## config.mk

```make
export PLATFORM = sky130hd
export DESIGN_NAME = supv_top
export DESIGN_NICKNAME = d
export VERILOG_FILES = /design/src/rtl/supv_pkg.sv /design/src/rtl/supv_sync.sv /design/src/rtl/supv_top.sv
export SDC_FILE = /design/constraint.sdc
export NUM_CORES = 1
export LEC_CHECK = 0
export ABC_AREA = 0
export BUFFER_PORTS_ARGS = -buffer_cell sky130_fd_sc_hd__buf_2
export CORE_MARGIN = 2
export CORE_UTILIZATION = 55
export CTS_CLUSTER_SIZE = 40
export DETAILED_ROUTE_END_ITERATION = 8
export PLACE_DENSITY_LB_ADDON = 0.3
export REMOVE_ABC_BUFFERS = 1
export SYNTH_ARGS = -nofsm -noshare
export SYNTH_HDL_FRONTEND = slang
export SYNTH_HIERARCHICAL = 1
export SYNTH_SLANG_ARGS = --single-unit
export TNS_END_PERCENT = 20
```

## constraint.sdc

```tcl
create_clock -name I_CLK -period 2 [get_ports I_CLK]
set_input_delay 0.2 -clock I_CLK [delete_from_list [all_inputs] [get_ports I_CLK]]
set_output_delay 0.2 -clock I_CLK [all_outputs]
set_load 0.01 [all_outputs]
```

## src/rtl/supv_pkg.sv

```systemverilog
// supv_pkg: constants and carrier types for the supply supervisor block.
// assumes a 50 MHz system clock and an 8-bit register port.
package supv_pkg;
    // system clock
    localparam int unsigned CLK_HZ          = 50_000_000;
    // power-on hold time in microseconds, times the clock in whole MHz (division rounds down)
    localparam int unsigned POR_HOLD_US     = 1000;
    localparam int unsigned POR_HOLD_CYC    = (POR_HOLD_US * (CLK_HZ / 1_000_000));

    // register map (byte offsets on the plain port)
    localparam logic [7:0] PFC_OFFSET       = 8'hdc;
    localparam logic [7:0] RSN_OFFSET       = 8'hb1;
    localparam logic [7:0] IST_OFFSET       = 8'hd0;
    localparam logic [7:0] IMK_OFFSET       = 8'hd1;

    // power_fail_control fields
    localparam int unsigned PFC_EN_BIT      = 7;
    localparam int unsigned PFC_LVL_LSB     = 5;
    localparam int unsigned PFC_WARN_BIT    = 4;
    localparam logic [7:0] PFC_RESET        = 8'h00;
    localparam logic [7:0] PFC_WMASK        = 8'he0;

    // reset_reason_record: all zero means on-chip reset generator
    localparam logic [2:0] RSN_GENERATOR    = 3'h0;
    localparam logic [2:0] RSN_RESET        = 3'h0;

    // interrupt status/mask layout
    localparam int unsigned IST_PF_BIT      = 0;
    localparam int unsigned IST_BO_BIT      = 1;
    localparam logic [1:0] IST_RESET        = 2'h0;
    localparam logic [1:0] IMK_RESET        = 2'h0;

    // falling thresholds selected by the level field
    typedef enum logic [1:0] {
        LVL_2V1,
        LVL_2V3,
        LVL_2V5,
        LVL_2V7
    } pf_level_t;

    // supply operating modes seen from the power manager
    typedef enum logic [1:0] {
        MODE_ACTIVE,
        MODE_STANDBY,
        MODE_RETENTION,
        MODE_DEEP_SLEEP
    } op_mode_t;

    // register port request
    typedef struct packed {
        logic [7:0] addr;
        logic [7:0] wdata;
        logic       wr;
        logic       rd;
    } reg_req_t;

    // analog comparator outputs, asynchronous to the clock
    typedef struct packed {
        logic supply_ok;   // supply above 1.9V operating level
        logic brown_low;   // brown-out comparator, hysteresis built in
        logic pf_low;      // power-fail comparator at selected level
    } cmp_in_t;
endpackage : supv_pkg

```

## src/rtl/supv_sync.sv

```systemverilog
// supv_sync: three-stage synchroniser with agreement filter for one level.
// assumes the input is asynchronous to i_clk.
`timescale 1ns/100ps
`default_nettype none
module supv_sync #(
    parameter logic RESET_VAL = 1'b0
) (
    input  wire logic i_clk,
    input  wire logic i_rst_b,
    input  wire logic i_async,
    output logic      o_level
);
    logic       meta_r;
    logic [1:0] pipe_r;
    logic       level_r;

    // first stage feeds only the second; output moves when stages 2 and 3 agree
    always_ff @(posedge i_clk or negedge i_rst_b) begin
        if (!i_rst_b) begin
            meta_r  <= RESET_VAL;
            pipe_r  <= {2{RESET_VAL}};
            level_r <= RESET_VAL;
        end else begin
            meta_r  <= i_async;
            pipe_r  <= {pipe_r[0], meta_r};
            if (pipe_r[0] == pipe_r[1]) begin
                level_r <= pipe_r[1];
            end
        end
    end

    assign o_level = level_r;
endmodule : supv_sync
`default_nettype wire

```

## src/rtl/supv_top.sv

```systemverilog
// supv_top: supply supervisor with power-on hold, brown-out reset and
// power-fail warning, flag, interrupt and program-write blocking.
// assumes analog comparators supply hysteresis; I_RST_B is the raw
// power-on start from the analog generator, asynchronous, active low.
//
// The strobed register port was chosen for this implementation.
`timescale 1ns/100ps
`default_nettype none
module supv_top #(
    parameter int unsigned POR_CYCLES = supv_pkg::POR_HOLD_CYC
) (
    input  wire logic              I_CLK,
    input  wire logic              I_RST_B,
    input  wire logic [7:0]        I_ADDR,
    input  wire logic [7:0]        I_WDATA,
    input  wire logic              I_WR,
    input  wire logic              I_RD,
    input  wire logic              I_SUPPLY_OK,
    input  wire logic              I_BROWN_LOW,
    input  wire logic              I_PF_LOW,
    input  wire logic [1:0]        I_OP_MODE,
    input  wire logic              I_PROG_WR_REQ,
    output logic [7:0]             O_RDATA,
    output logic                   O_SYS_RST_B,
    output logic                   O_PF_CMP_EN,
    output logic [1:0]             O_PF_LEVEL,
    output logic                   O_PROG_WR_EN,
    output logic                   O_PF_EVENT,
    output logic                   O_IRQ
);
    supv_pkg::reg_req_t req;
    supv_pkg::cmp_in_t  cmp;
    supv_pkg::op_mode_t mode;

    logic        run_mode;
    logic        supply_ok_s;
    logic        brown_low_s;
    logic        pf_low_s;
    logic        brown_active;
    logic [31:0] por_cnt_r;
    logic        sys_rst_b_r;
    logic [7:0]  pfc_r;
    logic        warn_r;
    logic        warn_d_r;
    logic        pf_event_r;
    logic        bo_event;
    logic        bo_seen_r;
    logic [2:0]  reason_r;
    logic [1:0]  ist_r;
    logic [1:0]  ist_nxt;
    logic [1:0]  imk_r;
    logic [7:0]  rdata_r;

    assign req  = '{addr: I_ADDR, wdata: I_WDATA, wr: I_WR, rd: I_RD};
    assign cmp  = '{supply_ok: I_SUPPLY_OK, brown_low: I_BROWN_LOW, pf_low: I_PF_LOW};
    assign mode = supv_pkg::op_mode_t'(I_OP_MODE);

    // brown-out and power-fail detectors only run in the two awake modes
    assign run_mode = (mode == supv_pkg::MODE_ACTIVE) || (mode == supv_pkg::MODE_STANDBY);

    // comparator outputs crossed into the clock domain
    supv_sync #(.RESET_VAL(1'b0)) u_sync_ok (
        .i_clk   (I_CLK),
        .i_rst_b (I_RST_B),
        .i_async (cmp.supply_ok),
        .o_level (supply_ok_s)
    );
    supv_sync #(.RESET_VAL(1'b0)) u_sync_bo (
        .i_clk   (I_CLK),
        .i_rst_b (I_RST_B),
        .i_async (cmp.brown_low),
        .o_level (brown_low_s)
    );
    supv_sync #(.RESET_VAL(1'b0)) u_sync_pf (
        .i_clk   (I_CLK),
        .i_rst_b (I_RST_B),
        .i_async (cmp.pf_low),
        .o_level (pf_low_s)
    );

    // brown-out only counts in awake modes; the comparator carries the
    // 1.7V / 1.77V hysteresis so release waits for the upper level
    assign brown_active = brown_low_s && run_mode;
    assign bo_event     = brown_active && sys_rst_b_r;

    // hold counter restarts whenever supply is low or brown-out is active;
    // a brown-out release also waits the full hold, which is the safe side
    always_ff @(posedge I_CLK or negedge I_RST_B) begin
        if (!I_RST_B) begin
            por_cnt_r   <= 32'h0;
            sys_rst_b_r <= 1'b0;
        end else if (!supply_ok_s || brown_active) begin
            por_cnt_r   <= 32'h0;
            sys_rst_b_r <= 1'b0;
        end else if (por_cnt_r < POR_CYCLES) begin
            por_cnt_r   <= por_cnt_r + 32'h1;
            sys_rst_b_r <= 1'b0;
        end else begin
            sys_rst_b_r <= 1'b1;
        end
    end

    // power-fail has no path into the reset logic above
    assign O_SYS_RST_B = sys_rst_b_r;

    // control register: enable and level writable, warn is read-only
    always_ff @(posedge I_CLK or negedge I_RST_B) begin
        if (!I_RST_B) begin
            pfc_r <= supv_pkg::PFC_RESET;
        end else if (!sys_rst_b_r) begin
            pfc_r <= supv_pkg::PFC_RESET;
        end else if (req.wr && req.addr == supv_pkg::PFC_OFFSET) begin
            pfc_r <= req.wdata & supv_pkg::PFC_WMASK;
        end
    end

    // comparator power and level select go to the analog side
    assign O_PF_CMP_EN = pfc_r[supv_pkg::PFC_EN_BIT] && run_mode;
    assign O_PF_LEVEL  = pfc_r[supv_pkg::PFC_LVL_LSB +: 2];

    // warning flag; comparator hysteresis gives the 0.1V release margin.
    // a powered-down comparator reports no warning
    always_ff @(posedge I_CLK or negedge I_RST_B) begin
        if (!I_RST_B) begin
            warn_r   <= 1'b0;
            warn_d_r <= 1'b0;
        end else begin
            warn_r   <= pf_low_s && O_PF_CMP_EN;
            warn_d_r <= warn_r;
        end
    end

    // one event per rising edge of the warning flag
    always_ff @(posedge I_CLK or negedge I_RST_B) begin
        if (!I_RST_B) begin
            pf_event_r <= 1'b0;
        end else begin
            pf_event_r <= warn_r && !warn_d_r;
        end
    end
    assign O_PF_EVENT = pf_event_r;

    // program writes pass only while no warning stands
    assign O_PROG_WR_EN = I_PROG_WR_REQ && !warn_r && sys_rst_b_r;

    // remember a brown-out for the status bit across the reset it causes
    always_ff @(posedge I_CLK or negedge I_RST_B) begin
        if (!I_RST_B) begin
            bo_seen_r <= 1'b0;
        end else if (bo_event) begin
            bo_seen_r <= 1'b1;
        end else if (sys_rst_b_r) begin
            bo_seen_r <= 1'b0;
        end
    end

    // reset reason: generator resets clear it; write clears too
    always_ff @(posedge I_CLK or negedge I_RST_B) begin
        if (!I_RST_B) begin
            reason_r <= supv_pkg::RSN_RESET;
        end else if (!sys_rst_b_r) begin
            reason_r <= supv_pkg::RSN_GENERATOR;
        end else if (req.wr && req.addr == supv_pkg::RSN_OFFSET) begin
            reason_r <= supv_pkg::RSN_RESET;
        end
    end

    // sticky status: set wins over write-one-to-clear
    always_comb begin
        ist_nxt = ist_r;
        if (req.wr && req.addr == supv_pkg::IST_OFFSET) begin
            ist_nxt = ist_r & ~req.wdata[1:0];
        end
        if (pf_event_r) begin
            ist_nxt[supv_pkg::IST_PF_BIT] = 1'b1;
        end
        if (bo_seen_r && sys_rst_b_r) begin
            ist_nxt[supv_pkg::IST_BO_BIT] = 1'b1;
        end
    end

    always_ff @(posedge I_CLK or negedge I_RST_B) begin
        if (!I_RST_B) begin
            ist_r <= supv_pkg::IST_RESET;
        end else begin
            ist_r <= ist_nxt;
        end
    end

    // mask survives brown-out so software need not re-arm it
    always_ff @(posedge I_CLK or negedge I_RST_B) begin
        if (!I_RST_B) begin
            imk_r <= supv_pkg::IMK_RESET;
        end else if (req.wr && req.addr == supv_pkg::IMK_OFFSET) begin
            imk_r <= req.wdata[1:0];
        end
    end

    assign O_IRQ = |(ist_r & imk_r);

    // read data one cycle after the strobe, zero elsewhere
    always_ff @(posedge I_CLK or negedge I_RST_B) begin
        if (!I_RST_B) begin
            rdata_r <= 8'h00;
        end else if (!req.rd) begin
            rdata_r <= 8'h00;
        end else if (req.addr == supv_pkg::PFC_OFFSET) begin
            rdata_r <= {pfc_r[7:5], warn_r, 4'h0};
        end else if (req.addr == supv_pkg::RSN_OFFSET) begin
            rdata_r <= {5'h00, reason_r};
        end else if (req.addr == supv_pkg::IST_OFFSET) begin
            rdata_r <= {6'h00, ist_r};
        end else if (req.addr == supv_pkg::IMK_OFFSET) begin
            rdata_r <= {6'h00, imk_r};
        end else begin
            rdata_r <= 8'h00;
        end
    end

    assign O_RDATA = rdata_r;
endmodule : supv_top
`default_nettype wire

```

# Yosys cells after proc, flatten, opt, wreduce, memory -nomap -nowiden
# Cells that the tools add are included.
# W data, S select, Z words.
dict set report totals {
  ff_bits 72
  input_bits 26
  output_inout_bits 15
  wordCells 77
}
dict set report classes {
  add_sub_neg 1
  magnitude_cmp 1
  n_eq_ne 10
  muxes 18
  bitwise 3
  n_reduce_logical 23
}
# op count
set op_table {}
lappend op_table {{$mux W32} 2}
lappend op_table {{$add A32 B1 Y32 const B} 1}
lappend op_table {{$eq A8 B8 Y1 const B} 4}
lappend op_table {{$lt A32 B16 Y1 const B} 1}
lappend op_table {{$mux W8} 4}
lappend op_table {{$logic_and A1 B1 Y1} 12}
lappend op_table {{$mux W3} 3}
lappend op_table {{$reduce_bool A2 Y1} 4}
lappend op_table {{$mux W1} 6}
lappend op_table {{$mux W2} 3}
lappend op_table {{$and A2 B2 Y2} 2}
lappend op_table {{$ne A2 B1 Y1 const B} 2}
lappend op_table {{$eq A1 B1 Y1} 3}
lappend op_table {{$logic_not A1 Y1} 3}
lappend op_table {{$eq A2 B1 Y1 const B} 1}
lappend op_table {{$logic_not A2 Y1} 1}
lappend op_table {{$logic_or A1 B1 Y1} 2}
lappend op_table {{$not A2 Y2} 1}
lappend op_table {{$reduce_or A2 Y1} 1}

# Longest topological paths before layout
# Gate-level depths: netlist (run 1).
dict set report logic_depth {
  depth_word 6
  depth_mapped 6
  mapped_depth_nobuf 5
}

# By module
# The synthesis (run 1) kept the hierarchy.
# mod n_inst cells_each area_per_inst_um2 seq_area_each_um2
set by_module_without_submodules {}
lappend by_module_without_submodules {supv_top 1 208 2263.4 1251.2}
lappend by_module_without_submodules {supv_sync 3 5 111.4 100.1}

# Least setup slack after synthesis (run 1)
# No wires, ideal clock.
dict set report synth_timing {
  path_type {register to register}
  startpoint {register por_cnt_r[27]}
  endpoint {register por_cnt_r[12]}
  setup_time_ps 77
  t_arrival_ps 1547
  required_ps 1923
  path_slack_ps 376
  stages_incl_launch_ff 7
  path_buffers 1
  period_less_slack_ps 1624
  cell_sequence {dfrtp_1 -> nor4_2 -> and4_1 -> buf_4 -> nand2_2 -> or4_1 -> a21oi_1}
}
dict set report synth_via {
  elab_chain_cells 2
}
# item line
set synth_rtl {}
lappend synth_rtl {{from (decl)} supv_top.sv:40} ;# logic [31:0] por_cnt_r;
lappend synth_rtl {{from (signal assigned)} supv_top.sv:96} ;# por_cnt_r <= por_cnt_r + 32'h1;
lappend synth_rtl {{$lt A32 B16 Y1} supv_top.sv:95} ;# end else if (por_cnt_r < POR_CYCLES) begin
lappend synth_rtl {{$reduce_bool A2 Y1 (no source line)} n/a}
# No other way between the ends.
# A chain may end at the register's enable or synchronous reset.

# Final worst setup path (run 1)
dict set report layout_timing {
  startpoint {register por_cnt_r[5]}
  endpoint {register por_cnt_r[12]}
}
dict set report layout_via {
  elab_chain_cells 3
  elab_cells_between_ends 5
  classes_between {add/sub: 1; order compare: 1; mux: 2; reduce/logical: 1}
}
# item line
set layout_rtl {}
lappend layout_rtl {{$add A32 B1 Y32} supv_top.sv:96}
lappend layout_rtl {{$mux W32} supv_top.sv:95}
lappend layout_rtl {{$mux W32} supv_top.sv:92} ;# end else if (!supply_ok_s || brown_active) begin
# Several ways; a longest one is shown, not always the timed one. The select of a mux whose other input is x is not followed.

==> reports/summary.log, run 1 <==
[status] result of the run complete, no violations
[worst_hold_path] Hold Crit Class input pin to register
[place] routability cong. 0.763
[power] areal power density over the cells 845 nW/um^2
[critical_path] data arrival time at the worst-slack endpoint 2.12 ns
[route] detailed-route wire length 4.77 mm
[timing] number of endpoints with negative hold slack in the final report 0
[power] relative contribution of sequential cells to total power 49.2%
[critical_path] maximum fanout encountered on the critical timing path 28
[power] LEAKAGE 1.51 nW
[clocking] count of H-tree levels built during CTS 3
[route] violation count after the first detailed-routing iteration 186
[logic_synthesis] count of synthesis-stage warnings from yosys 6
[timing] unrepaired setup endpoints after global routing no
[logic_synthesis] Post-synth EDFFs 0
[die] width of the chip 72.7 um
[grt] number of antenna violations at the first check in global routing 0
[route] routed vias/inst 5.76
[layout] area delta synth->final 19.5%
[critical_path] Worst setup EP type register
[layout] number of nets in the finished design 296
[timing] Worst Clk Skew 0.00873 ns
[die] number of placed I/O pins 41
[clocking] CTS clock-pin slew for the worst setup and hold paths 0.07 ns
[logic_synthesis] Main synth FF type sky130_fd_sc_hd__dfrtp_1
[clocking] number of clock sinks 62
[clocking] TritonCTS clock tree yes
[die] Core Footprint 4630 um^2
[logic_synthesis] Mapped Area 2600 um^2
[logic_synthesis] async set or reset register ratio after synthesis 100%
[logic_synthesis] number of distinct library cell variants in the gate-level netlist after synthesis 44
[die] Starting Density 56.1%
[power] combinational group share of total power 5.0%
[grt] GRT Residual Overflow 0
[layout] antenna diode count 0
[timing] slew at the pin closest to its max-slew limit 0.574 ns
[route] detailed-route wire length per cell 14.5 um
[logic_synthesis] sequential fraction of the synthesis area 59.7%
[timing] worst hold margin 0.0919 ns
[critical_path] kind of critical path register to register
[route] Antenna Nets Post-Route 0
[route] vias post-DR 1888
[place] PortBufs 34
[clocking] CTS root buffer sky130_fd_sc_hd__clkbuf_8
[critical_path] Worst Setup Start Kind register
[clocking] Max Root-Sink Buffers 2
[grt] pin count of the biggest net entering global routing 34
[clocking] total setup buffers inserted after CTS 0
[place] sum of net half-perimeters after detailed placement 3.17 mm
[timing] Rel. slew slack 61.6%
[timing] number of pins exceeding their max-slew limit in the final report 0
[layout] fraction of final layout cells with drive strength greater than 1 27.4%
[timing] shortest clock period the worst path allows after layout 1.86 ns
[grt] combined global-route utilization of all metal layers 20.4%
[grt] wire length of the first global-routing pass 8.25 mm
[logic_synthesis] share of the synthesized area in the top cell type 59.7%
[logic_synthesis] Synth Instances 223
[timing] final period utilization 93.2%
[clocking] CTS buffer count 9
[flow_run] number of maximum-capacitance constraint violations 0
[route] post-route DRC violation count 0
[power] internal portion of total power 0.00203 W
[grt] number of global-route vias before repair 1839
[clocking] worst skew pair latency 0.33 ns
[critical_path] required time of the critical path 2.26 ns
[power] clock share of power 45.8%
[die] placement row count 25
[power] peak supply drop 625 uV
[power] switching part of the total 22.5%
[logic_synthesis] Synth Register Bits 62
[route] total iterations of the first detailed-routing run 4
[timing] total negative slack for setup checks 0 ns
[die] die height 72.7 um
[timing] highest clock frequency the design can meet 537 MHz
[logic_synthesis] Mapped Avg Cell Area 11.6 um^2
[logic_synthesis] leading post-synthesis cells by instance count sky130_fd_sc_hd__dfrtp_1 (62), sky130_fd_sc_hd__and3_1 (19), sky130_fd_sc_hd__nand2_1 (16), sky130_fd_sc_hd__a21oi_1 (14), sky130_fd_sc_hd__nand3_1 (10)
[power] switching power of the nets 0.000590 W
[logic_synthesis] ranking of synthesized cells by area sky130_fd_sc_hd__dfrtp_1 (60%), sky130_fd_sc_hd__and3_1 (4.6%), sky130_fd_sc_hd__a21oi_1 (2.7%), sky130_fd_sc_hd__nor4_2 (2.4%), sky130_fd_sc_hd__nand2_1 (2.3%)
[logic_synthesis] dominant cell type by area after synthesis sky130_fd_sc_hd__dfrtp_1
[logic_synthesis] most numerous cell in the Yosys netlist sky130_fd_sc_hd__dfrtp_1
[die] die area 5290 um^2
[timing] setup-violating endpoint count in the final report 0
-- state kept, by name (all words and copies together) (netlist names) --
signal	count
u_sync_bo/meta_r	1
O_SYS_RST_B	1
O_PF_EVENT	1
pfc_r	3
u_sync_pf/meta_r	1
bo_seen_r	1
warn_d_r	1
ist_r	2
O_RDATA	6
u_sync_ok/pipe_r	2
imk_r	2
u_sync_ok/o_level	1
u_sync_pf/o_level	1
por_cnt_r	32
u_sync_ok/meta_r	1
u_sync_bo/pipe_r	2
u_sync_bo/o_level	1
warn_r	1
u_sync_pf/pipe_r	2
-- worst paths after layout --
path                                  start  depth (start not counted)  slack [ns]             endpoint
min in group asynchronous           I_RST_B                          2        0.32         por_cnt_r[5]
hold reg to reg            u_sync_bo/meta_r                          0        0.35  u_sync_bo/pipe_r[0]
setup / recovery               por_cnt_r[5]                          5        0.14        por_cnt_r[12]
setup reg to reg               por_cnt_r[5]                          5        0.14        por_cnt_r[12]
hold / removal                   I_WDATA[0]                          2        0.09             imk_r[0]
max in group asynchronous           I_RST_B                          3        1.16             pfc_r[5]
-- layer usage --
layer  part of all wire (%)  track usage [%]  up-vias
met3                    4.0             4.70        7
met4                    1.4             11.5        0
met2                     48             31.2       40
met5                      0                0        -
li1                       -                -      914
met1                     46             27.0      927
-- placed cells by master, fill, tap and decap left out, types with 3 or more instances in the layout --
cell | netlist | routed
sky130_fd_sc_hd__nor2b_1 | 3 | 3
sky130_fd_sc_hd__and3_1 | 19 | 19
sky130_fd_sc_hd__clkbuf_8 | 1 | 9
sky130_fd_sc_hd__buf_4 | 5 | 7
sky130_fd_sc_hd__a21oi_1 | 14 | 14
sky130_fd_sc_hd__o21ai_0 | 5 | 5
sky130_fd_sc_hd__o31ai_1 | 8 | 8
sky130_fd_sc_hd__nand3_1 | 10 | 10
sky130_fd_sc_hd__or4_1 | 8 | 8
sky130_fd_sc_hd__buf_2 | 2 | 34
sky130_fd_sc_hd__dfrtp_1 | 62 | 62
sky130_fd_sc_hd__nor4_2 | 5 | 6
sky130_fd_sc_hd__or3_1 | 6 | 6
sky130_fd_sc_hd__nand2_1 | 16 | 16
sky130_fd_sc_hd__nor2_1 | 6 | 6
sky130_fd_sc_hd__maj3_2 | 3 | 3
sky130_fd_sc_hd__a21boi_0 | 3 | 3
sky130_fd_sc_hd__inv_1 | 4 | 4
sky130_fd_sc_hd__nand4_1 | 5 | 5
sky130_fd_sc_hd__dlygate4sd3_1 | 0 | 4
-- per-stage QoR --
stage	power [W]	worst slack, ns	instance area [um^2]	utilization, %	instances
CTS	0.00265	0.0859	3090	66.7	328
global placement	0.00144	0.163	2830	61.1	308
finish	0.00262	0.137	3100	67.1	328
global route	0.00272	0.0211	3100	67.1	328
detailed placement	0.00144	0.112	2830	61.1	308
floorplan	0.00136	0.192	2520	-	212
-- power by group through the flow --
stage / clock, W / combinational (W) / sequential [W]
final: 0.00120 / 0.000130 / 0.00129
after global routing: 0.00128 / 0.000149 / 0.00129
after CTS: 0.00123 / 0.000132 / 0.00129
after detailed placement: 0 / 0.000126 / 0.00132
after global placement: 0 / 0.000123 / 0.00131
after floorplan: 0 / 0.0000422 / 0.00132
-- cell type report --
class,count,area (um^2)
clock buffers,9,124
clock inverters,7,97.6
fillers,349,1530
inverters,4,15.0
multi-input cells,146,966
flip-flops and latches,62,1550
well taps,54,67.6
repair buffers,46,283
-- cells by family (layout without fill, tap and decap cells) --
group,count (synthesis),in the layout,synth area share [%]
compound gates,40,40,9.83
fa+ha+maj,4,4,1.78
buf+inv,16,66,3.81
flops,62,62,59.7
mux,4,4,1.64
other cells,1,2,0.144
simple gates,96,96,23.1
-- worst max-delay path, stage by stage (launching register included) --
cell                       delay [ns]
sky130_fd_sc_hd__dfrtp_1         0.41
sky130_fd_sc_hd__o21a_1          0.20
sky130_fd_sc_hd__o211ai_1        0.26
sky130_fd_sc_hd__a21oi_4         0.22
sky130_fd_sc_hd__or4_1           0.55
sky130_fd_sc_hd__a21oi_1         0.15
-- timing repair --
action                     CTS  global route
hold buffers                 4             0
setup endpoints to repair    0            15
hold endpoints to repair    17             0
resized for setup            0             3
(Power assumes the default switching activity.)
==> run 2: changes to the inputs <==
- CORE_UTILIZATION: 55 -> 58
- CTS_BUF_LIST: not set -> sky130_fd_sc_hd__clkbuf_2
==> run 2 against run 1 <==
  * Sequential power about the same
  * Maximum frequency down 3.2%
  * Highest routed layer unchanged
  * Largest cell class unchanged
  * Critical path type unchanged
  * Total power down 18%
  * Non-clock buffer count up 10
==> reports/summary.log, run 2 (same netlist as run 1, synthesis figures left out) <==
[power] LEAKAGE 1.51 nW
[clocking] count of H-tree levels built during CTS 3
[critical_path] family of cells with the greatest summed delay on the critical path compound AO/OA/AOI/OAI gates
[timing] number of endpoints with negative hold slack in the final report 0
[critical_path] slowest stage cell on the critical path sky130_fd_sc_hd__or4_1
[critical_path] launch instance of the worst register-to-register path por_cnt_r[5]
[worst_hold_path] worst hold start I_WR
[clocking] TritonCTS clock tree yes
[clocking] worst skew pair latency 0.50 ns
[layout] number of flip-flops under the largest register name 32
[critical_path] stage delay of the slowest cell on the critical path 0.57 ns
[critical_path] Buf/Inv on CP 0
[grt] GRT Residual Overflow 0
[power] areal power density over the cells 697 nW/um^2
[clocking] total setup buffers inserted after CTS 0
[route] vias post-DR 1944
[critical_path] R2R Path End por_cnt_r[12]
[die] die area 5030 um^2
[route] detailed-route wire length per cell 15.3 um
[grt] pin count of the biggest net entering global routing 39
[route] total iterations of the first detailed-routing run 5
[timing] slew at the pin closest to its max-slew limit 0.599 ns
[layout] most common cell after layout, fill and taps aside sky130_fd_sc_hd__dfrtp_1
[layout] core occupancy in the finished layout 71.7%
[die] Starting Density 60.1%
[status] result of the run complete, no violations
[power] peak supply drop 601 uV
[layout] fraction of final layout cells with drive strength greater than 1 26.1%
[clocking] CTS root buffer sky130_fd_sc_hd__clkbuf_2
[grt] number of global-route vias before repair 1950
[die] width of the chip 70.9 um
[worst_hold_path] Worst Hold Depth 3
[critical_path] worst setup slack for register-to-register paths 0.08 ns
[critical_path] required time of the critical path 2.45 ns
[grt] combined global-route utilization of all metal layers 22.6%
[grt] wire length of the first global-routing pass 8.74 mm
[flow_run] number of maximum-capacitance constraint violations 0
[die] die height 70.9 um
[critical_path] maximum fanout encountered on the critical timing path 28
[route] detailed-route wire length 5.15 mm
[timing] highest clock frequency the design can meet 520 MHz
[timing] final period utilization 96.2%
[layout] number of nets in the finished design 306
[layout] antenna diode count 0
[clocking] number of clock sinks 62
[place] Post-Place Cells 305
[layout] area delta synth->final 19.4%
[timing] Rel. slew slack 60.1%
[die] number of placed I/O pins 41
[clocking] CTS clock-pin slew for the worst setup and hold paths 0.22 ns
[timing] unrepaired setup endpoints after global routing yes
[die] Core Footprint 4320 um^2
[die] placement row count 24
[layout] most flop-heavy register por_cnt_r
[place] routability cong. 0.855
[critical_path] Worst setup EP type register
[critical_path] cells along the critical path o21a_1, o211ai_1, a21oi_4, or4_1, a21oi_1
[timing] number of pins exceeding their max-slew limit in the final report 0
[grt] number of antenna violations at the first check in global routing 0
[timing] setup-violating endpoint count in the final report 0
[timing] shortest clock period the worst path allows after layout 1.92 ns
[critical_path] Worst Reg-to-Reg Cells 5
[route] Antenna Nets Post-Route 0
[worst_hold_path] Hold Crit Class input pin to register
[timing] total negative slack for setup checks 0 ns
[clocking] Max Root-Sink Buffers 2
[critical_path] Worst Setup Start Kind register
[route] violation count after the first detailed-routing iteration 190
[layout] leading cell types in the layout, fill and taps excluded sky130_fd_sc_hd__dfrtp_1 (62), sky130_fd_sc_hd__buf_2 (34), sky130_fd_sc_hd__and3_1 (19)
[route] routed vias/inst 5.79
[layout] non-filler instance count after layout 336
[timing] Worst Clk Skew 0.0285 ns
[critical_path] kind of critical path register to register
[worst_hold_path] endpoint of the worst hold-timing path ist_r[0]
[clocking] CTS buffer count 9
[route] post-route DRC violation count 0
[place] sum of net half-perimeters after detailed placement 3.18 mm
[critical_path] data arrival time at the worst-slack endpoint 2.38 ns
[timing] worst hold margin 0.0497 ns
[place] PortBufs 34
-- run 2: changes by cell type in the layout (fill, tap and decap cells not counted), moves of 2 or more --
cell / before / now
sky130_fd_sc_hd__inv_8: 0 / 2
sky130_fd_sc_hd__clkbuf_8: 9 / 0
sky130_fd_sc_hd__dlygate4sd3_1: 4 / 15
sky130_fd_sc_hd__bufinv_16: 2 / 0
sky130_fd_sc_hd__clkbuf_2: 0 / 9
-- run 2: how the worst max path moves through the flow --
stage | start | slack [ns] | depth (start not counted) | to
finish | por_cnt_r[5] | 0.08 | 5 | por_cnt_r[12]
global route | por_cnt_r[4] | -0.01 | 5 | por_cnt_r[12]
CTS | por_cnt_r[13] | 0.06 | 4 | por_cnt_r[12]
detailed placement | por_cnt_r[6] | 0.09 | 5 | por_cnt_r[1]
global placement | por_cnt_r[13] | 0.16 | 4 | por_cnt_r[12]
floorplan | por_cnt_r[19] | 0.19 | 4 | por_cnt_r[9]
-- run 2: repair_timing --
action                                 in CTS  in global routing
gates resized for setup                     0                  4
hold buffers                               15                  0
setup endpoints to repair                   0                 16
endpoints found under the hold margin      41                  0
-- run 2: worst reg2reg max path, cell delays in order (launching register included) --
cell                       delay (ns)
sky130_fd_sc_hd__dfrtp_1         0.46
sky130_fd_sc_hd__o21a_1          0.20
sky130_fd_sc_hd__o211ai_1        0.26
sky130_fd_sc_hd__a21oi_4         0.22
sky130_fd_sc_hd__or4_1           0.57
sky130_fd_sc_hd__a21oi_1         0.17
-- run 2: per-layer routing --
layer	GRT usage, %	part of all wire [%]
met5	0	0
met4	10.3	1.6
met3	6.84	4.2
met2	34.9	49
met1	29.8	45
-- run 2: report_power, final --
part,leakage [nW],switching (W),internal (W)
combinational,0.607,0.0000743,0.0000580
sequential,0.832,0.0000209,0.00128
clock,0.0669,0.000536,0.000195
-- run 2: cell type report --
class                           count  area, um^2
Sequential cell                    62        1550
Fill cell                         318        1220
Multi-Input combinational cell    146         975
Timing Repair Buffer               56         385
Clock inverter                      7        65.1
Tap cell                           52        65.1
Clock buffer                        9        45.0
Inverter                            4        15.0
-- run 2: stage by stage --
stage	cell area, um^2	power (W)	worst slack (ns)
detailed placement	2820	0.00143	0.0915
floorplan	2520	0.00136	0.192
finish	3100	0.00216	0.0754
CTS	3080	0.00218	0.0610
global placement	2820	0.00143	0.158
global route	3100	0.00225	-0.0110
==> run 3: changes to the inputs <==
- CORE_ASPECT_RATIO: not set -> 0.75
==> run 3 against run 2 <==
  * Clock skew shrank 0.010 ns
  * Global-route usage fell by 0.69 points
  * Final area is 0.69% lower
  * Critical endpoint is now por_cnt_r[7]
==> reports/summary.log, run 3 (same netlist as run 1, synthesis figures left out) <==
[layout] number of nets in the finished design 303
[layout] most flop-heavy register por_cnt_r
[power] combinational group share of total power 6.2%
[die] Core Footprint 4390 um^2
[layout] most common cell after layout, fill and taps aside sky130_fd_sc_hd__dfrtp_1
[timing] total negative slack for setup checks 0 ns
[clocking] TritonCTS clock tree yes
[place] sum of net half-perimeters after detailed placement 3.11 mm
[route] detailed-route wire length 5.13 mm
[timing] Worst Clk Skew 0.0184 ns
[grt] pin count of the biggest net entering global routing 63
[route] post-route DRC violation count 0
[clocking] number of clock sinks 62
[critical_path] kind of critical path register to register
[route] total iterations of the first detailed-routing run 4
[die] die area 5040 um^2
[timing] number of pins exceeding their max-slew limit in the final report 0
[clocking] Max Root-Sink Buffers 2
[die] placement row count 21
[die] die height 62.0 um
[status] result of the run complete, no violations
[timing] setup-violating endpoint count in the final report 0
[layout] core occupancy in the finished layout 70.2%
[critical_path] Worst Setup Start Kind register
[clocking] CTS clock-pin slew for the worst setup and hold paths 0.16 ns
[die] Starting Density 59.2%
[route] detailed-route wire length per cell 15.2 um
[layout] area delta synth->final 18.6%
[clocking] CTS buffer count 9
[grt] wire length of the first global-routing pass 8.02 mm
[route] routed vias/inst 5.68
[clocking] worst skew pair latency 0.48 ns
[timing] Rel. slew slack 57.4%
[critical_path] worst setup slack for register-to-register paths 0.11 ns
[power] areal power density over the cells 692 nW/um^2
[timing] slew at the pin closest to its max-slew limit 0.640 ns
[route] vias post-DR 1915
[layout] fraction of final layout cells with drive strength greater than 1 25.4%
[critical_path] Worst setup EP type register
[critical_path] maximum fanout encountered on the critical timing path 16
[clocking] CTS root buffer sky130_fd_sc_hd__clkbuf_2
[power] relative contribution of sequential cells to total power 60.9%
[layout] antenna diode count 0
[power] peak supply drop 556 uV
[die] number of placed I/O pins 41
[grt] GRT Residual Overflow 0
[flow_run] number of maximum-capacitance constraint violations 0
[route] violation count after the first detailed-routing iteration 90
[power] internal portion of total power 0.00162 W
[grt] combined global-route utilization of all metal layers 21.9%
[power] LEAKAGE 1.50 nW
[critical_path] required time of the critical path 2.41 ns
[clocking] count of H-tree levels built during CTS 3
[power] switching power of the nets 0.000518 W
[layout] leading cell types in the layout, fill and taps excluded sky130_fd_sc_hd__dfrtp_1 (62), sky130_fd_sc_hd__buf_2 (34), sky130_fd_sc_hd__and3_1 (19)
[power] switching part of the total 24.3%
[grt] number of global-route vias before repair 1771
[place] routability cong. 0.782
[worst_hold_path] Hold Crit Class input pin to register
[timing] unrepaired setup endpoints after global routing no
[timing] shortest clock period the worst path allows after layout 1.89 ns
[critical_path] data arrival time at the worst-slack endpoint 2.30 ns
[grt] number of antenna violations at the first check in global routing 0
[timing] highest clock frequency the design can meet 529 MHz
[die] width of the chip 81.3 um
[power] clock share of power 33.0%
[timing] worst hold margin 0.0559 ns
[layout] number of flip-flops under the largest register name 32
[timing] number of endpoints with negative hold slack in the final report 0
[timing] final period utilization 94.5%
[place] PortBufs 34
[route] Antenna Nets Post-Route 0
==> run 3: per-layer routing <==
metal / GRT usage, % / wire length [um] / vias to the layer above / share of wire (%)
met2: 34.2 / 2490 / 36 / 48
li1: - / - / 931 / -
met4: 5.57 / 27 / 0 / 0.53
met3: 9.68 / 292 / 4 / 5.7
met1: 28.6 / 2320 / 944 / 45
met5: 0 / 0 / - / 0
==> run 3: through the flow <==
stage	cell area (um^2)	setup WS (ns)	power (W)	cells
finish	3080	0.109	0.00213	337
global route	3080	0.00314	0.00224	337
CTS	3030	0.0588	0.00216	335
detailed placement	2810	0.107	0.00144	308
global placement	2810	0.164	0.00143	308
floorplan	2520	0.192	0.00136	212
==> run 3: final cells by class <==
class                           instances  area [um^2]
Clock buffer                           10         50.0
Timing Repair Buffer                   52          348
Tap cell                               57         71.3
Sequential cell                        62         1550
Fill cell                             319         1310
Multi-Input combinational cell        147          993
Inverter                                4         15.0
Clock inverter                          5         51.3
==> run 3: path summary, 6_finish.rpt <==
| kind | startpoint | endpoint | cells after the start |
|---|---|---|---|
| setup / recovery | por_cnt_r[19] | por_cnt_r[7] | 5 |
| max in group asynchronous | I_RST_B | por_cnt_r[8] | 3 |
| hold / removal | I_WR | pfc_r[7] | 3 |
| min in group asynchronous | I_RST_B | bo_seen_r | 3 |
| setup reg to reg | por_cnt_r[19] | por_cnt_r[7] | 5 |
| hold reg to reg | u_sync_pf/meta_r | u_sync_pf/pipe_r[0] | 0 |
==> run 3: worst max-delay path, stage by stage, from the launching register on <==
cell and delay [ns]:
sky130_fd_sc_hd__dfrtp_1 0.44, sky130_fd_sc_hd__nor4_4 0.33, sky130_fd_sc_hd__nand4_1 0.14, sky130_fd_sc_hd__buf_4 0.21
sky130_fd_sc_hd__or4_1 0.51, sky130_fd_sc_hd__a21oi_1 0.17
==> run 3: power groups by stage <==
stage / Clock (W) / Combinational, W / Sequential [W]
after global placement: 0 / 0.000111 / 0.00132
after detailed placement: 0 / 0.000114 / 0.00132
after CTS: 0.000726 / 0.000133 / 0.00130
final: 0.000703 / 0.000132 / 0.00130
after floorplan: 0 / 0.0000422 / 0.00132
after global routing: 0.000787 / 0.000148 / 0.00130
==> run 3: what timing repair did <==
item,in CTS,in global routing
setup buffers,0,1
resized for setup,0,6
hold buffers,12,0
endpoints found under the setup margin,0,16
endpoints found under the hold margin,77,0
